[src/relay_seq_pkg.sv]
// package of constants and types for the relay switch sequencer
package relay_seq_pkg;
	localparam int NUM_ROWS = 8;
	localparam int NUM_COLS = 12;
	localparam int NUM_STEPS = 100;
	localparam int STEP_W = 7;
	localparam int SETTLE_W = 16;
	localparam int CLK_HZ = 25000000;
	localparam int TICK_MS = 1;
	localparam int CYC_PER_MS = (CLK_HZ / 1000) * TICK_MS;
	localparam int MS_CNT_W = 15;
	localparam logic [SETTLE_W-1:0] SETTLE_MAX_MS = 16'hfde8;
	localparam logic [SETTLE_W-1:0] SETTLE_RST_MS = 16'h0000;
	localparam logic [SETTLE_W-1:0] HW_SETTLE_RST_MS = 16'h000f;
	localparam int BAD_ENTRY_US = 1000;
	localparam int BAD_ENTRY_CYC = (CLK_HZ / 1000000) * BAD_ENTRY_US;
	localparam int XFER_CYC = 16;
	localparam int LAMP_CYC = 64;
	localparam logic [STEP_W-1:0] STEP_RST = 7'h00;
	localparam logic [STEP_W-1:0] STEP_LAST = 7'h63;
	// row mode encoding
	localparam logic [1:0] MODE_DONT_CARE = 2'h0;
	localparam logic [1:0] MODE_CONNECT_FIRST = 2'h1;
	localparam logic [1:0] MODE_DISCONNECT_FIRST = 2'h2;
	typedef enum logic [2:0] {
		SW_IDLE,
		SW_XFER,
		SW_PH1,
		SW_PH2,
		SW_PH3,
		SW_PH4,
		SW_SETTLE
	} sw_state_e;
	typedef enum logic [2:0] {
		ST_IDLE,
		ST_CODE,
		ST_SCRATCH,
		ST_LAMPS,
		ST_FAULT
	} test_state_e;
	typedef enum logic [1:0] {
		FD_IDLE,
		FD_CONFIRM
	} restore_state_e;
endpackage

[src/relay_switch_sequencer.sv]
// crosspoint relay switching sequencer: row modes, phases, settling, self-check, restore
//
// Added by the designer: strobed register access.
`timescale 1ns/1ps
module relay_switch_sequencer
	import relay_seq_pkg::*;
(
	input wire logic CORE_CLK_I,
	input wire logic SRST_I,
	input wire logic SETTLE_WR_I,
	input wire logic [SETTLE_W-1:0] SETTLE_MS_I,
	input wire logic [SETTLE_W-1:0] HW_SETTLE_MS_I,
	input wire logic ROW_SEL_VALID_I,
	input wire logic [2:0] ROW_SEL_I,
	input wire logic COL_SEL_I,
	input wire logic CONNECT_FIRST_KEY_I,
	input wire logic DISCONNECT_FIRST_KEY_I,
	input wire logic LINK_MODE_WR_I,
	input wire logic [2:0] LINK_ROW_I,
	input wire logic [1:0] LINK_MODE_I,
	input wire logic CHAIN_LEADER_I,
	input wire logic TRIG_ENABLE_KEY_I,
	input wire logic TRIGGER_I,
	input wire logic [NUM_ROWS*NUM_COLS-1:0] SETUP_DATA_I,
	input wire logic SELF_TEST_REQ_I,
	input wire logic LINK_SELF_TEST_I,
	input wire logic CODE_STORE_OK_I,
	input wire logic SCRATCH_STORE_OK_I,
	input wire logic MEM_CHECK_DONE_I,
	input wire logic KEY_OR_BUS_I,
	input wire logic RESTORE_REQ_I,
	input wire logic CONFIRM_I,
	input wire logic CANCEL_I,
	input wire logic LINK_RESTORE_I,
	output logic [STEP_W-1:0] SETUP_INDEX_O,
	output logic [STEP_W-1:0] SETUP_ADDR_O,
	output logic [NUM_ROWS*NUM_COLS-1:0] RELAY_O,
	output logic RELAY_WR_O,
	output logic SWITCH_DONE_O,
	output logic SETTLE_PENDING_WARN_O,
	output logic TRIGGER_CLASH_O,
	output logic BAD_ENTRY_O,
	output logic TRIG_ENABLED_O,
	output logic [NUM_ROWS*2-1:0] ROW_MODE_O,
	output logic LINK_MODE_WR_O,
	output logic [2:0] LINK_ROW_O,
	output logic [1:0] LINK_MODE_O,
	output logic LINK_SELF_TEST_O,
	output logic LINK_RESTORE_O,
	output logic MEM_CHECK_START_O,
	output logic CODE_STORE_FAULT_O,
	output logic SCRATCH_STORE_FAULT_O,
	output logic ALL_LAMPS_O,
	output logic CONFIRM_PROMPT_O,
	output logic [SETTLE_W-1:0] SETTLE_MS_O
);
	localparam int HOLD_W = 16;
	logic [SETTLE_W-1:0] settle_ff;
	logic [1:0] mode_ff [NUM_ROWS];
	sw_state_e sw_ff;
	sw_state_e nxt_sw;
	test_state_e st_ff;
	restore_state_e fd_ff;
	logic [MS_CNT_W-1:0] cyc_ff;
	logic [SETTLE_W-1:0] ms_ff;
	logic [HOLD_W-1:0] hold_ff;
	logic [HOLD_W-1:0] bad_cnt_ff;
	logic [NUM_ROWS*NUM_COLS-1:0] target_ff;
	logic [NUM_ROWS*NUM_COLS-1:0] relay_ff;
	logic [STEP_W-1:0] step_ff;
	logic trig_en_ff;
	logic do_restore;
	logic any_cf;
	logic any_df;
	logic ms_tick;
	logic wait_done;
	logic trig_ok;
	logic toggle_key;
	logic lone_row;

	assign do_restore = (fd_ff == FD_CONFIRM && CONFIRM_I) || LINK_RESTORE_I;
	assign toggle_key = CONNECT_FIRST_KEY_I || DISCONNECT_FIRST_KEY_I;
	assign lone_row = ROW_SEL_VALID_I && !COL_SEL_I;
	assign trig_ok = TRIGGER_I && trig_en_ff && CHAIN_LEADER_I && step_ff != STEP_LAST;

	// settling value register, out of range entries dropped
	always_ff @(posedge CORE_CLK_I)
	begin
		if (SRST_I || do_restore)
			settle_ff <= SETTLE_RST_MS;
		else if (SETTLE_WR_I && SETTLE_MS_I <= SETTLE_MAX_MS)
			settle_ff <= SETTLE_MS_I;
	end
	assign SETTLE_MS_O = settle_ff;

	// row mode table; local keys and chain writes both land here
	always_ff @(posedge CORE_CLK_I)
	begin
		for (int r = 0; r < NUM_ROWS; r++)
		begin
			if (SRST_I || do_restore)
				mode_ff[r] <= MODE_DONT_CARE;
			else if (toggle_key && lone_row && ROW_SEL_I == r[2:0])
			begin
				if (CONNECT_FIRST_KEY_I)
					mode_ff[r] <= (mode_ff[r] == MODE_CONNECT_FIRST) ? MODE_DONT_CARE
						: MODE_CONNECT_FIRST;
				else
					mode_ff[r] <= (mode_ff[r] == MODE_DISCONNECT_FIRST) ? MODE_DONT_CARE
						: MODE_DISCONNECT_FIRST;
			end
			else if (LINK_MODE_WR_I && LINK_ROW_I == r[2:0])
				mode_ff[r] <= LINK_MODE_I;
		end
	end

	// forward local mode changes around the chain
	always_ff @(posedge CORE_CLK_I)
	begin
		if (SRST_I)
		begin
			LINK_MODE_WR_O <= 1'b0;
			LINK_ROW_O <= 3'h0;
			LINK_MODE_O <= MODE_DONT_CARE;
		end
		else
		begin
			LINK_MODE_WR_O <= toggle_key && lone_row;
			LINK_ROW_O <= ROW_SEL_I;
			if (CONNECT_FIRST_KEY_I)
				LINK_MODE_O <= (mode_ff[ROW_SEL_I] == MODE_CONNECT_FIRST) ? MODE_DONT_CARE
					: MODE_CONNECT_FIRST;
			else
				LINK_MODE_O <= (mode_ff[ROW_SEL_I] == MODE_DISCONNECT_FIRST) ? MODE_DONT_CARE
					: MODE_DISCONNECT_FIRST;
		end
	end

	always_comb
	begin
		any_cf = 1'b0;
		any_df = 1'b0;
		for (int r = 0; r < NUM_ROWS; r++)
		begin
			ROW_MODE_O[r*2 +: 2] = mode_ff[r];
			any_cf = any_cf | (mode_ff[r] == MODE_CONNECT_FIRST);
			any_df = any_df | (mode_ff[r] == MODE_DISCONNECT_FIRST);
		end
	end

	// bad entry flag held briefly so the display can show it
	always_ff @(posedge CORE_CLK_I)
	begin
		if (SRST_I)
			bad_cnt_ff <= '0;
		else if (toggle_key && !lone_row)
			bad_cnt_ff <= HOLD_W'(BAD_ENTRY_CYC);
		else if (bad_cnt_ff != '0)
			bad_cnt_ff <= bad_cnt_ff - 1'b1;
	end
	assign BAD_ENTRY_O = bad_cnt_ff != '0;

	// trigger enable toggle
	always_ff @(posedge CORE_CLK_I)
	begin
		if (SRST_I || do_restore)
			trig_en_ff <= 1'b0;
		else if (TRIG_ENABLE_KEY_I)
			trig_en_ff <= !trig_en_ff;
	end
	assign TRIG_ENABLED_O = trig_en_ff;

	// millisecond prescaler, restarted on every wait
	assign ms_tick = cyc_ff == MS_CNT_W'(CYC_PER_MS - 1);

	// phase order; absent modes drop their phases
	function automatic sw_state_e after_phase(input sw_state_e cur, input logic cf,
		input logic df);
		sw_state_e n;
		n = SW_PH4;
		case (cur)
			SW_XFER: n = df ? SW_PH1 : (cf ? SW_PH2 : SW_PH4);
			SW_PH1: n = cf ? SW_PH2 : SW_PH4;
			SW_PH2: n = SW_PH3;
			default: n = SW_PH4;
		endcase
		return n;
	endfunction

	// waits: transfer, hardware interval per phase, then programmed delay
	always_comb
	begin
		case (sw_ff)
			SW_XFER: wait_done = hold_ff == HOLD_W'(XFER_CYC - 1);
			SW_PH1, SW_PH2, SW_PH3, SW_PH4: wait_done = ms_tick && ms_ff + 1'b1 >= HW_SETTLE_MS_I;
			SW_SETTLE: wait_done = ms_ff >= settle_ff;
			default: wait_done = 1'b0;
		endcase
	end

	always_comb
	begin
		nxt_sw = sw_ff;
		case (sw_ff)
			SW_IDLE: if (trig_ok) nxt_sw = SW_XFER;
			SW_XFER: if (wait_done) nxt_sw = after_phase(SW_XFER, any_cf, any_df);
			SW_PH1, SW_PH2, SW_PH3: if (wait_done) nxt_sw = after_phase(sw_ff, any_cf, any_df);
			SW_PH4: if (wait_done) nxt_sw = SW_SETTLE;
			SW_SETTLE:
				if (trig_ok)
					nxt_sw = SW_XFER;
				else if (wait_done)
					nxt_sw = SW_IDLE;
			default: nxt_sw = SW_IDLE;
		endcase
	end

	always_ff @(posedge CORE_CLK_I)
	begin
		if (SRST_I)
			sw_ff <= SW_IDLE;
		else
			sw_ff <= nxt_sw;
	end

	// counters restart on every state change
	always_ff @(posedge CORE_CLK_I)
	begin
		if (SRST_I || nxt_sw != sw_ff)
		begin
			cyc_ff <= '0;
			ms_ff <= '0;
			hold_ff <= '0;
		end
		else
		begin
			hold_ff <= hold_ff + 1'b1;
			cyc_ff <= ms_tick ? '0 : cyc_ff + 1'b1;
			if (ms_tick && ms_ff != '1)
				ms_ff <= ms_ff + 1'b1;
		end
	end

	// setup index and latched target pattern
	always_ff @(posedge CORE_CLK_I)
	begin
		if (SRST_I || do_restore)
		begin
			step_ff <= STEP_RST;
			target_ff <= '0;
		end
		else
		begin
			if (sw_ff == SW_IDLE && trig_ok || sw_ff == SW_SETTLE && trig_ok)
				step_ff <= step_ff + 1'b1;
			if (sw_ff == SW_XFER && hold_ff == '0)
				target_ff <= SETUP_DATA_I;
		end
	end
	assign SETUP_INDEX_O = step_ff;
	assign SETUP_ADDR_O = step_ff;

	// relay image per phase; phases 1 to 3 masked by each row's mode, phase 4 loads every row
	always_ff @(posedge CORE_CLK_I)
	begin
		if (SRST_I || do_restore)
			relay_ff <= '0;
		else if (nxt_sw != sw_ff)
		begin
			for (int r = 0; r < NUM_ROWS; r++)
			begin
				for (int c = 0; c < NUM_COLS; c++)
				begin
					case (nxt_sw)
						SW_PH1: if (mode_ff[r] == MODE_DISCONNECT_FIRST)
							relay_ff[r*NUM_COLS+c] <= relay_ff[r*NUM_COLS+c] & target_ff[r*NUM_COLS+c];
						SW_PH2: if (mode_ff[r] == MODE_CONNECT_FIRST)
							relay_ff[r*NUM_COLS+c] <= relay_ff[r*NUM_COLS+c] | target_ff[r*NUM_COLS+c];
						SW_PH3: if (mode_ff[r] == MODE_CONNECT_FIRST)
							relay_ff[r*NUM_COLS+c] <= target_ff[r*NUM_COLS+c];
						SW_PH4: relay_ff[r*NUM_COLS+c] <= target_ff[r*NUM_COLS+c];
						default: relay_ff[r*NUM_COLS+c] <= relay_ff[r*NUM_COLS+c];
					endcase
				end
			end
		end
	end
	assign RELAY_O = relay_ff;

	// status outputs
	always_ff @(posedge CORE_CLK_I)
	begin
		if (SRST_I)
		begin
			RELAY_WR_O <= 1'b0;
			SWITCH_DONE_O <= 1'b1;
			SETTLE_PENDING_WARN_O <= 1'b0;
			TRIGGER_CLASH_O <= 1'b0;
		end
		else
		begin
			RELAY_WR_O <= nxt_sw != sw_ff && (nxt_sw == SW_PH1 || nxt_sw == SW_PH2
				|| nxt_sw == SW_PH3 || nxt_sw == SW_PH4);
			SWITCH_DONE_O <= nxt_sw == SW_IDLE;
			SETTLE_PENDING_WARN_O <= sw_ff == SW_SETTLE && trig_ok;
			TRIGGER_CLASH_O <= TRIGGER_I && trig_en_ff && sw_ff != SW_IDLE
				&& sw_ff != SW_SETTLE;
		end
	end

	// self-check sequence; fault held until key or bus activity
	always_ff @(posedge CORE_CLK_I)
	begin
		if (SRST_I)
			st_ff <= ST_CODE;
		else
		begin
			case (st_ff)
				ST_IDLE: if (SELF_TEST_REQ_I || LINK_SELF_TEST_I) st_ff <= ST_CODE;
				ST_CODE:
					if (MEM_CHECK_DONE_I)
						st_ff <= CODE_STORE_OK_I ? ST_SCRATCH : ST_FAULT;
				ST_SCRATCH:
					if (MEM_CHECK_DONE_I)
						st_ff <= SCRATCH_STORE_OK_I ? ST_LAMPS : ST_FAULT;
				ST_LAMPS: if (hold_ff[5:0] == 6'(LAMP_CYC - 1)) st_ff <= ST_IDLE;
				ST_FAULT: if (KEY_OR_BUS_I) st_ff <= ST_IDLE;
				default: st_ff <= ST_IDLE;
			endcase
		end
	end

	// fault kind latched while leaving the memory checks
	always_ff @(posedge CORE_CLK_I)
	begin
		if (SRST_I || (st_ff == ST_FAULT && KEY_OR_BUS_I))
		begin
			CODE_STORE_FAULT_O <= 1'b0;
			SCRATCH_STORE_FAULT_O <= 1'b0;
		end
		else if (MEM_CHECK_DONE_I)
		begin
			if (st_ff == ST_CODE && !CODE_STORE_OK_I)
				CODE_STORE_FAULT_O <= 1'b1;
			if (st_ff == ST_SCRATCH && !SCRATCH_STORE_OK_I)
				SCRATCH_STORE_FAULT_O <= 1'b1;
		end
	end

	always_ff @(posedge CORE_CLK_I)
	begin
		if (SRST_I)
		begin
			MEM_CHECK_START_O <= 1'b0;
			ALL_LAMPS_O <= 1'b0;
			LINK_SELF_TEST_O <= 1'b0;
		end
		else
		begin
			MEM_CHECK_START_O <= st_ff == ST_CODE || st_ff == ST_SCRATCH;
			ALL_LAMPS_O <= st_ff == ST_LAMPS;
			LINK_SELF_TEST_O <= st_ff == ST_IDLE && SELF_TEST_REQ_I && CHAIN_LEADER_I;
		end
	end

	// restore needs a second confirm; cancel drops back
	always_ff @(posedge CORE_CLK_I)
	begin
		if (SRST_I)
			fd_ff <= FD_IDLE;
		else
		begin
			case (fd_ff)
				FD_IDLE: if (RESTORE_REQ_I) fd_ff <= FD_CONFIRM;
				FD_CONFIRM: if (CANCEL_I || CONFIRM_I) fd_ff <= FD_IDLE;
				default: fd_ff <= FD_IDLE;
			endcase
		end
	end
	assign CONFIRM_PROMPT_O = fd_ff == FD_CONFIRM;

	always_ff @(posedge CORE_CLK_I)
	begin
		if (SRST_I)
			LINK_RESTORE_O <= 1'b0;
		else
			LINK_RESTORE_O <= fd_ff == FD_CONFIRM && CONFIRM_I && !CANCEL_I
				&& CHAIN_LEADER_I;
	end
endmodule

[config.mk]
export PLATFORM = sky130hd
export DESIGN_NAME = relay_switch_sequencer
export DESIGN_NICKNAME = d
export VERILOG_FILES = /design/src/relay_seq_pkg.sv /design/src/relay_switch_sequencer.sv
export SDC_FILE = /design/constraint.sdc
export NUM_CORES = 1
export LEC_CHECK = 0
export ABC_AREA = 1
export BUFFER_PORTS_ARGS = -buffer_cell sky130_fd_sc_hd__buf_2
export CORE_MARGIN = 2
export CORE_UTILIZATION = 30
export CTS_BUF_LIST = sky130_fd_sc_hd__clkbuf_4 sky130_fd_sc_hd__clkbuf_8 sky130_fd_sc_hd__clkbuf_16
export DETAILED_ROUTE_END_ITERATION = 8
export GPL_ROUTABILITY_DRIVEN = 0
export PLACE_DENSITY = 0.51
export SYNTH_ARGS = -nofsm -noshare
export SYNTH_HDL_FRONTEND = slang
export SYNTH_SLANG_ARGS = --single-unit
[constraint.sdc]
create_clock -name CORE_CLK_I -period 5.2 [get_ports CORE_CLK_I]
set_input_delay 0.52 -clock CORE_CLK_I [delete_from_list [all_inputs] [get_ports CORE_CLK_I]]
set_output_delay 0.52 -clock CORE_CLK_I [all_outputs]
set_load 0.02 [all_outputs]
==> impl_metrics.yaml <==
grt:
  first_global_vias: 17400
  track_usage_pct: 19.8
  grt_max_degree: 97
  antenna_found_initial: 2
  grt_pass1_wl_mm: 95.1
  grt_overflow_total: 0
logic_synthesis:
  yosysWarnings: 0
  syn_area_sq_mm: 0.0172
  syn-num-nets: 2745
  avgSynthCellArea_sq_um: 6.75
  yosysMostFrequentCell: "nand2_1"
  synthTopCellsByArea: "dfxtp_1 35%, nand2_1 9.7%, nand3_1 9.6%"
  synth_top_area_share_pct: 35.1
  synth-seq-area-share_pct: 37.9
  postSynth.asyncResetShare_pct: 0
  yosysUniqueCellTypes: 52
  synthCells: 2549
  synth_edf_count: 16
  synthFlopType: "dfxtp_1"
  synth_top_area_cell: "dfxtp_1"
  ys_seq_elements: 318
  synth_common_cells: "444 x nand2_1, 340 x nor2_1, 331 x nand3_1"
floorplanning:
  io_pins: 318
  die_area_sq_mm: 0.0593
  dieWidth_microns: 243
  die_h_microns: 243
  coreArea_sq_mm: 0.0565
  initial_utilization_pct: 30.5
  row_count: 87
worst_setup_path:
  critical_path_class: "flop to flop"
  ff2ff_setup_slack_ns: 0.37
  crit_top_cell: "nand2_1"
  timing.critical_path.fanout_max: 96
  worstSetupStartpointType: "flop"
  critPathCaptureType: "flop"
  critical_path.max_stage_delay_ns: 0.41
  crit_family: "simple AND/OR/NAND/NOR gates"
  cp_slowest_cell: "dfxtp_1"
  cp.buffers_inverters: 5
  critPathRequiredTime_ns: 5.68
  critPathArrivalTime_ns: 5.30
power:
  power.leakage_nw: 9.28
  combPwrFrac_pct: 8.7
  p_int_mw: 4.41
  p_switching_mw: 1.55
  power_density_mw_per_mm2: 284
  clockPowerShare_pct: 48.5
  power.share.sequential_pct: 42.8
  peakVddDrop_mv: 0.233
  switching_share_pct: 26.0
  power_mw: 5.96
cells_and_area:
  finalNonFillerCells: 3585
  multi_input_area_sq_mm: 0.00907
  antenna_cells: 0
  layout.area.seq_sq_mm: 0.00653
  fin_util_pct: 37.1
  nFillCells: 5935
  drive_above_1_share_pct: 17.1
  syn_to_final_growth_pct: 21.9
  final_nets: 2995
  final_cell_area_sq_mm: 0.0210
clock_tree:
  clock-root-buffer: "clkbuf_16"
  h-tree-depth: 2
  cts_buffer_depth: 3
  clk_pin_slew_ns: 0.06
  cts_made_buffers: 40
  cts_tree: "built"
  cts.sinks: 318
  holdBufCountCts: 0
  insertion_delay_ns: 0.57
detailed_routing:
  drt_pass1_iterations: 5
  ant_nets: 0
  drt_wl_total_mm: 62.7
  wl_per_cell_microns: 17.5
  vias: 18100
  vias_per_cell: 5.06
  drc: 0
  drt_iter0_drc: 1169
placement:
  dp_hpwl_mm: 40.0
  placed_area_sq_mm: 0.0194
  dp.cells: 3507
  dp_worst_setup_slack_ns: 0.133
  io_buffers: 317
sta:
  timing.fmax_mhz: 207
  tightestPinTransition_ns: 1.10
  finalMaxSlewViolations: 0
  post-route-period-util_pct: 92.8
  setup_viol: 0
  final.setup_skew_ns: 0.0179
  min_period_ns: 4.83
  worst_slack_ns: 0.374
  max-slew-margin-rel_pct: 26.7
  finalHoldViolations: 0
run_status:
  status: "completed"
flow_run:
  drv_cap: 0
worst_hold_path:
  hold_path.class: "primary input to flop"
==> worst paths after layout <==
path,from,to,depth (start not counted)
worst max-delay path,ms_ff[0],RELAY_O[82],30
worst min-delay path,CANCEL_I,LINK_RESTORE_O,2
worst max register to register,ms_ff[0],RELAY_O[82],30
worst min register to register,cyc_ff[0],cyc_ff[0],1
==> placed cells by master, fill, tap and decap left out, drive strengths merged, types with 40 or more instances in the layout <==
| cell type | count |
|---|---|
| nand2 | 450 |
| buf | 351 |
| nor2 | 347 |
| nand3 | 339 |
| dfxtp | 302 |
| inv | 281 |
| a21oi | 181 |
| o21ai | 170 |
| nand4 | 83 |
| clkbuf | 65 |
| o211ai | 60 |
| nor3 | 40 |
==> layer usage <==
metal  up-vias  wire, microns  track usage [%]
li1       9007              -                -
met1      8514          27400             25.1
met2       531          29500             33.6
met3        95           4240             4.04
met4         0           1510             6.46
met5         -              0                0
==> flip-flops by register name (all words and copies together), names as in the netlist, 2 cells and up <==
name          count
RELAY_O          96
target_ff        96
SETTLE_MS_O      16
bad_cnt_ff       16
hold_ff          16
mode_ff          16
ms_ff            16
cyc_ff           15
SETUP_ADDR_O      7
LINK_ROW_O        3
st_ff             3
sw_ff             3
LINK_MODE_O       2
==> kinds of logic after synthesis <==
logic type | synth area share [%]
adder cells (fa/ha/maj) | 2.84
buffers and inverters | 10.1
AO/OA/AOI/OAI | 14.4
flip-flops | 37.9
AND/OR/NAND/NOR | 33.3
XOR/XNOR | 1.43
==> cell type report <==
cell class,count,share of cell area (%)
Inverter,284,5.10
Timing Repair Buffer,354,9.60
Sequential cell,318,31.1
Clock inverter,10,0.525
Clock buffer,62,5.88
Multi-Input combinational cell,1801,43.3
Tap cell,756,4.51
==> timing repair <==
action / CTS / global route
endpoints found under the setup margin: 0 / 110
gates resized for setup: 0 / 23
buffers inserted: 0 / 1
==> per-stage QoR <==
stage	hold slack (ns)	setup TNS (ns)
final	0.143	0
after global routing	0.112	-0.0368
after CTS	0.105	0
after detailed placement	0.439	0
after global placement	0.432	0
after floorplan	0.418	0
==> power by group through the flow <==
| stage | combinational, mW | sequential [mW] | clock [mW] |
|---|---|---|---|
| detailed placement | 0.515 | 2.61 | 0 |
| global placement | 0.512 | 2.60 | 0 |
| global route | 0.581 | 2.56 | 3.06 |
| finish | 0.520 | 2.55 | 2.89 |
| CTS | 0.517 | 2.55 | 2.96 |
| floorplan | 0.283 | 2.63 | 0 |
==> worst reg2reg max path, delay by kind of cell (launching register included) <==
family | cells | cell delay (ns)
DFF | 1 | 0.41
and+or+nand+nor | 19 | 2.58
adders and majority gates | 2 | 0.50
AOI/OAI and AO/OA | 4 | 0.65
buffers and inverters | 5 | 0.61
Note: power is estimated with default switching activity, not from simulation.
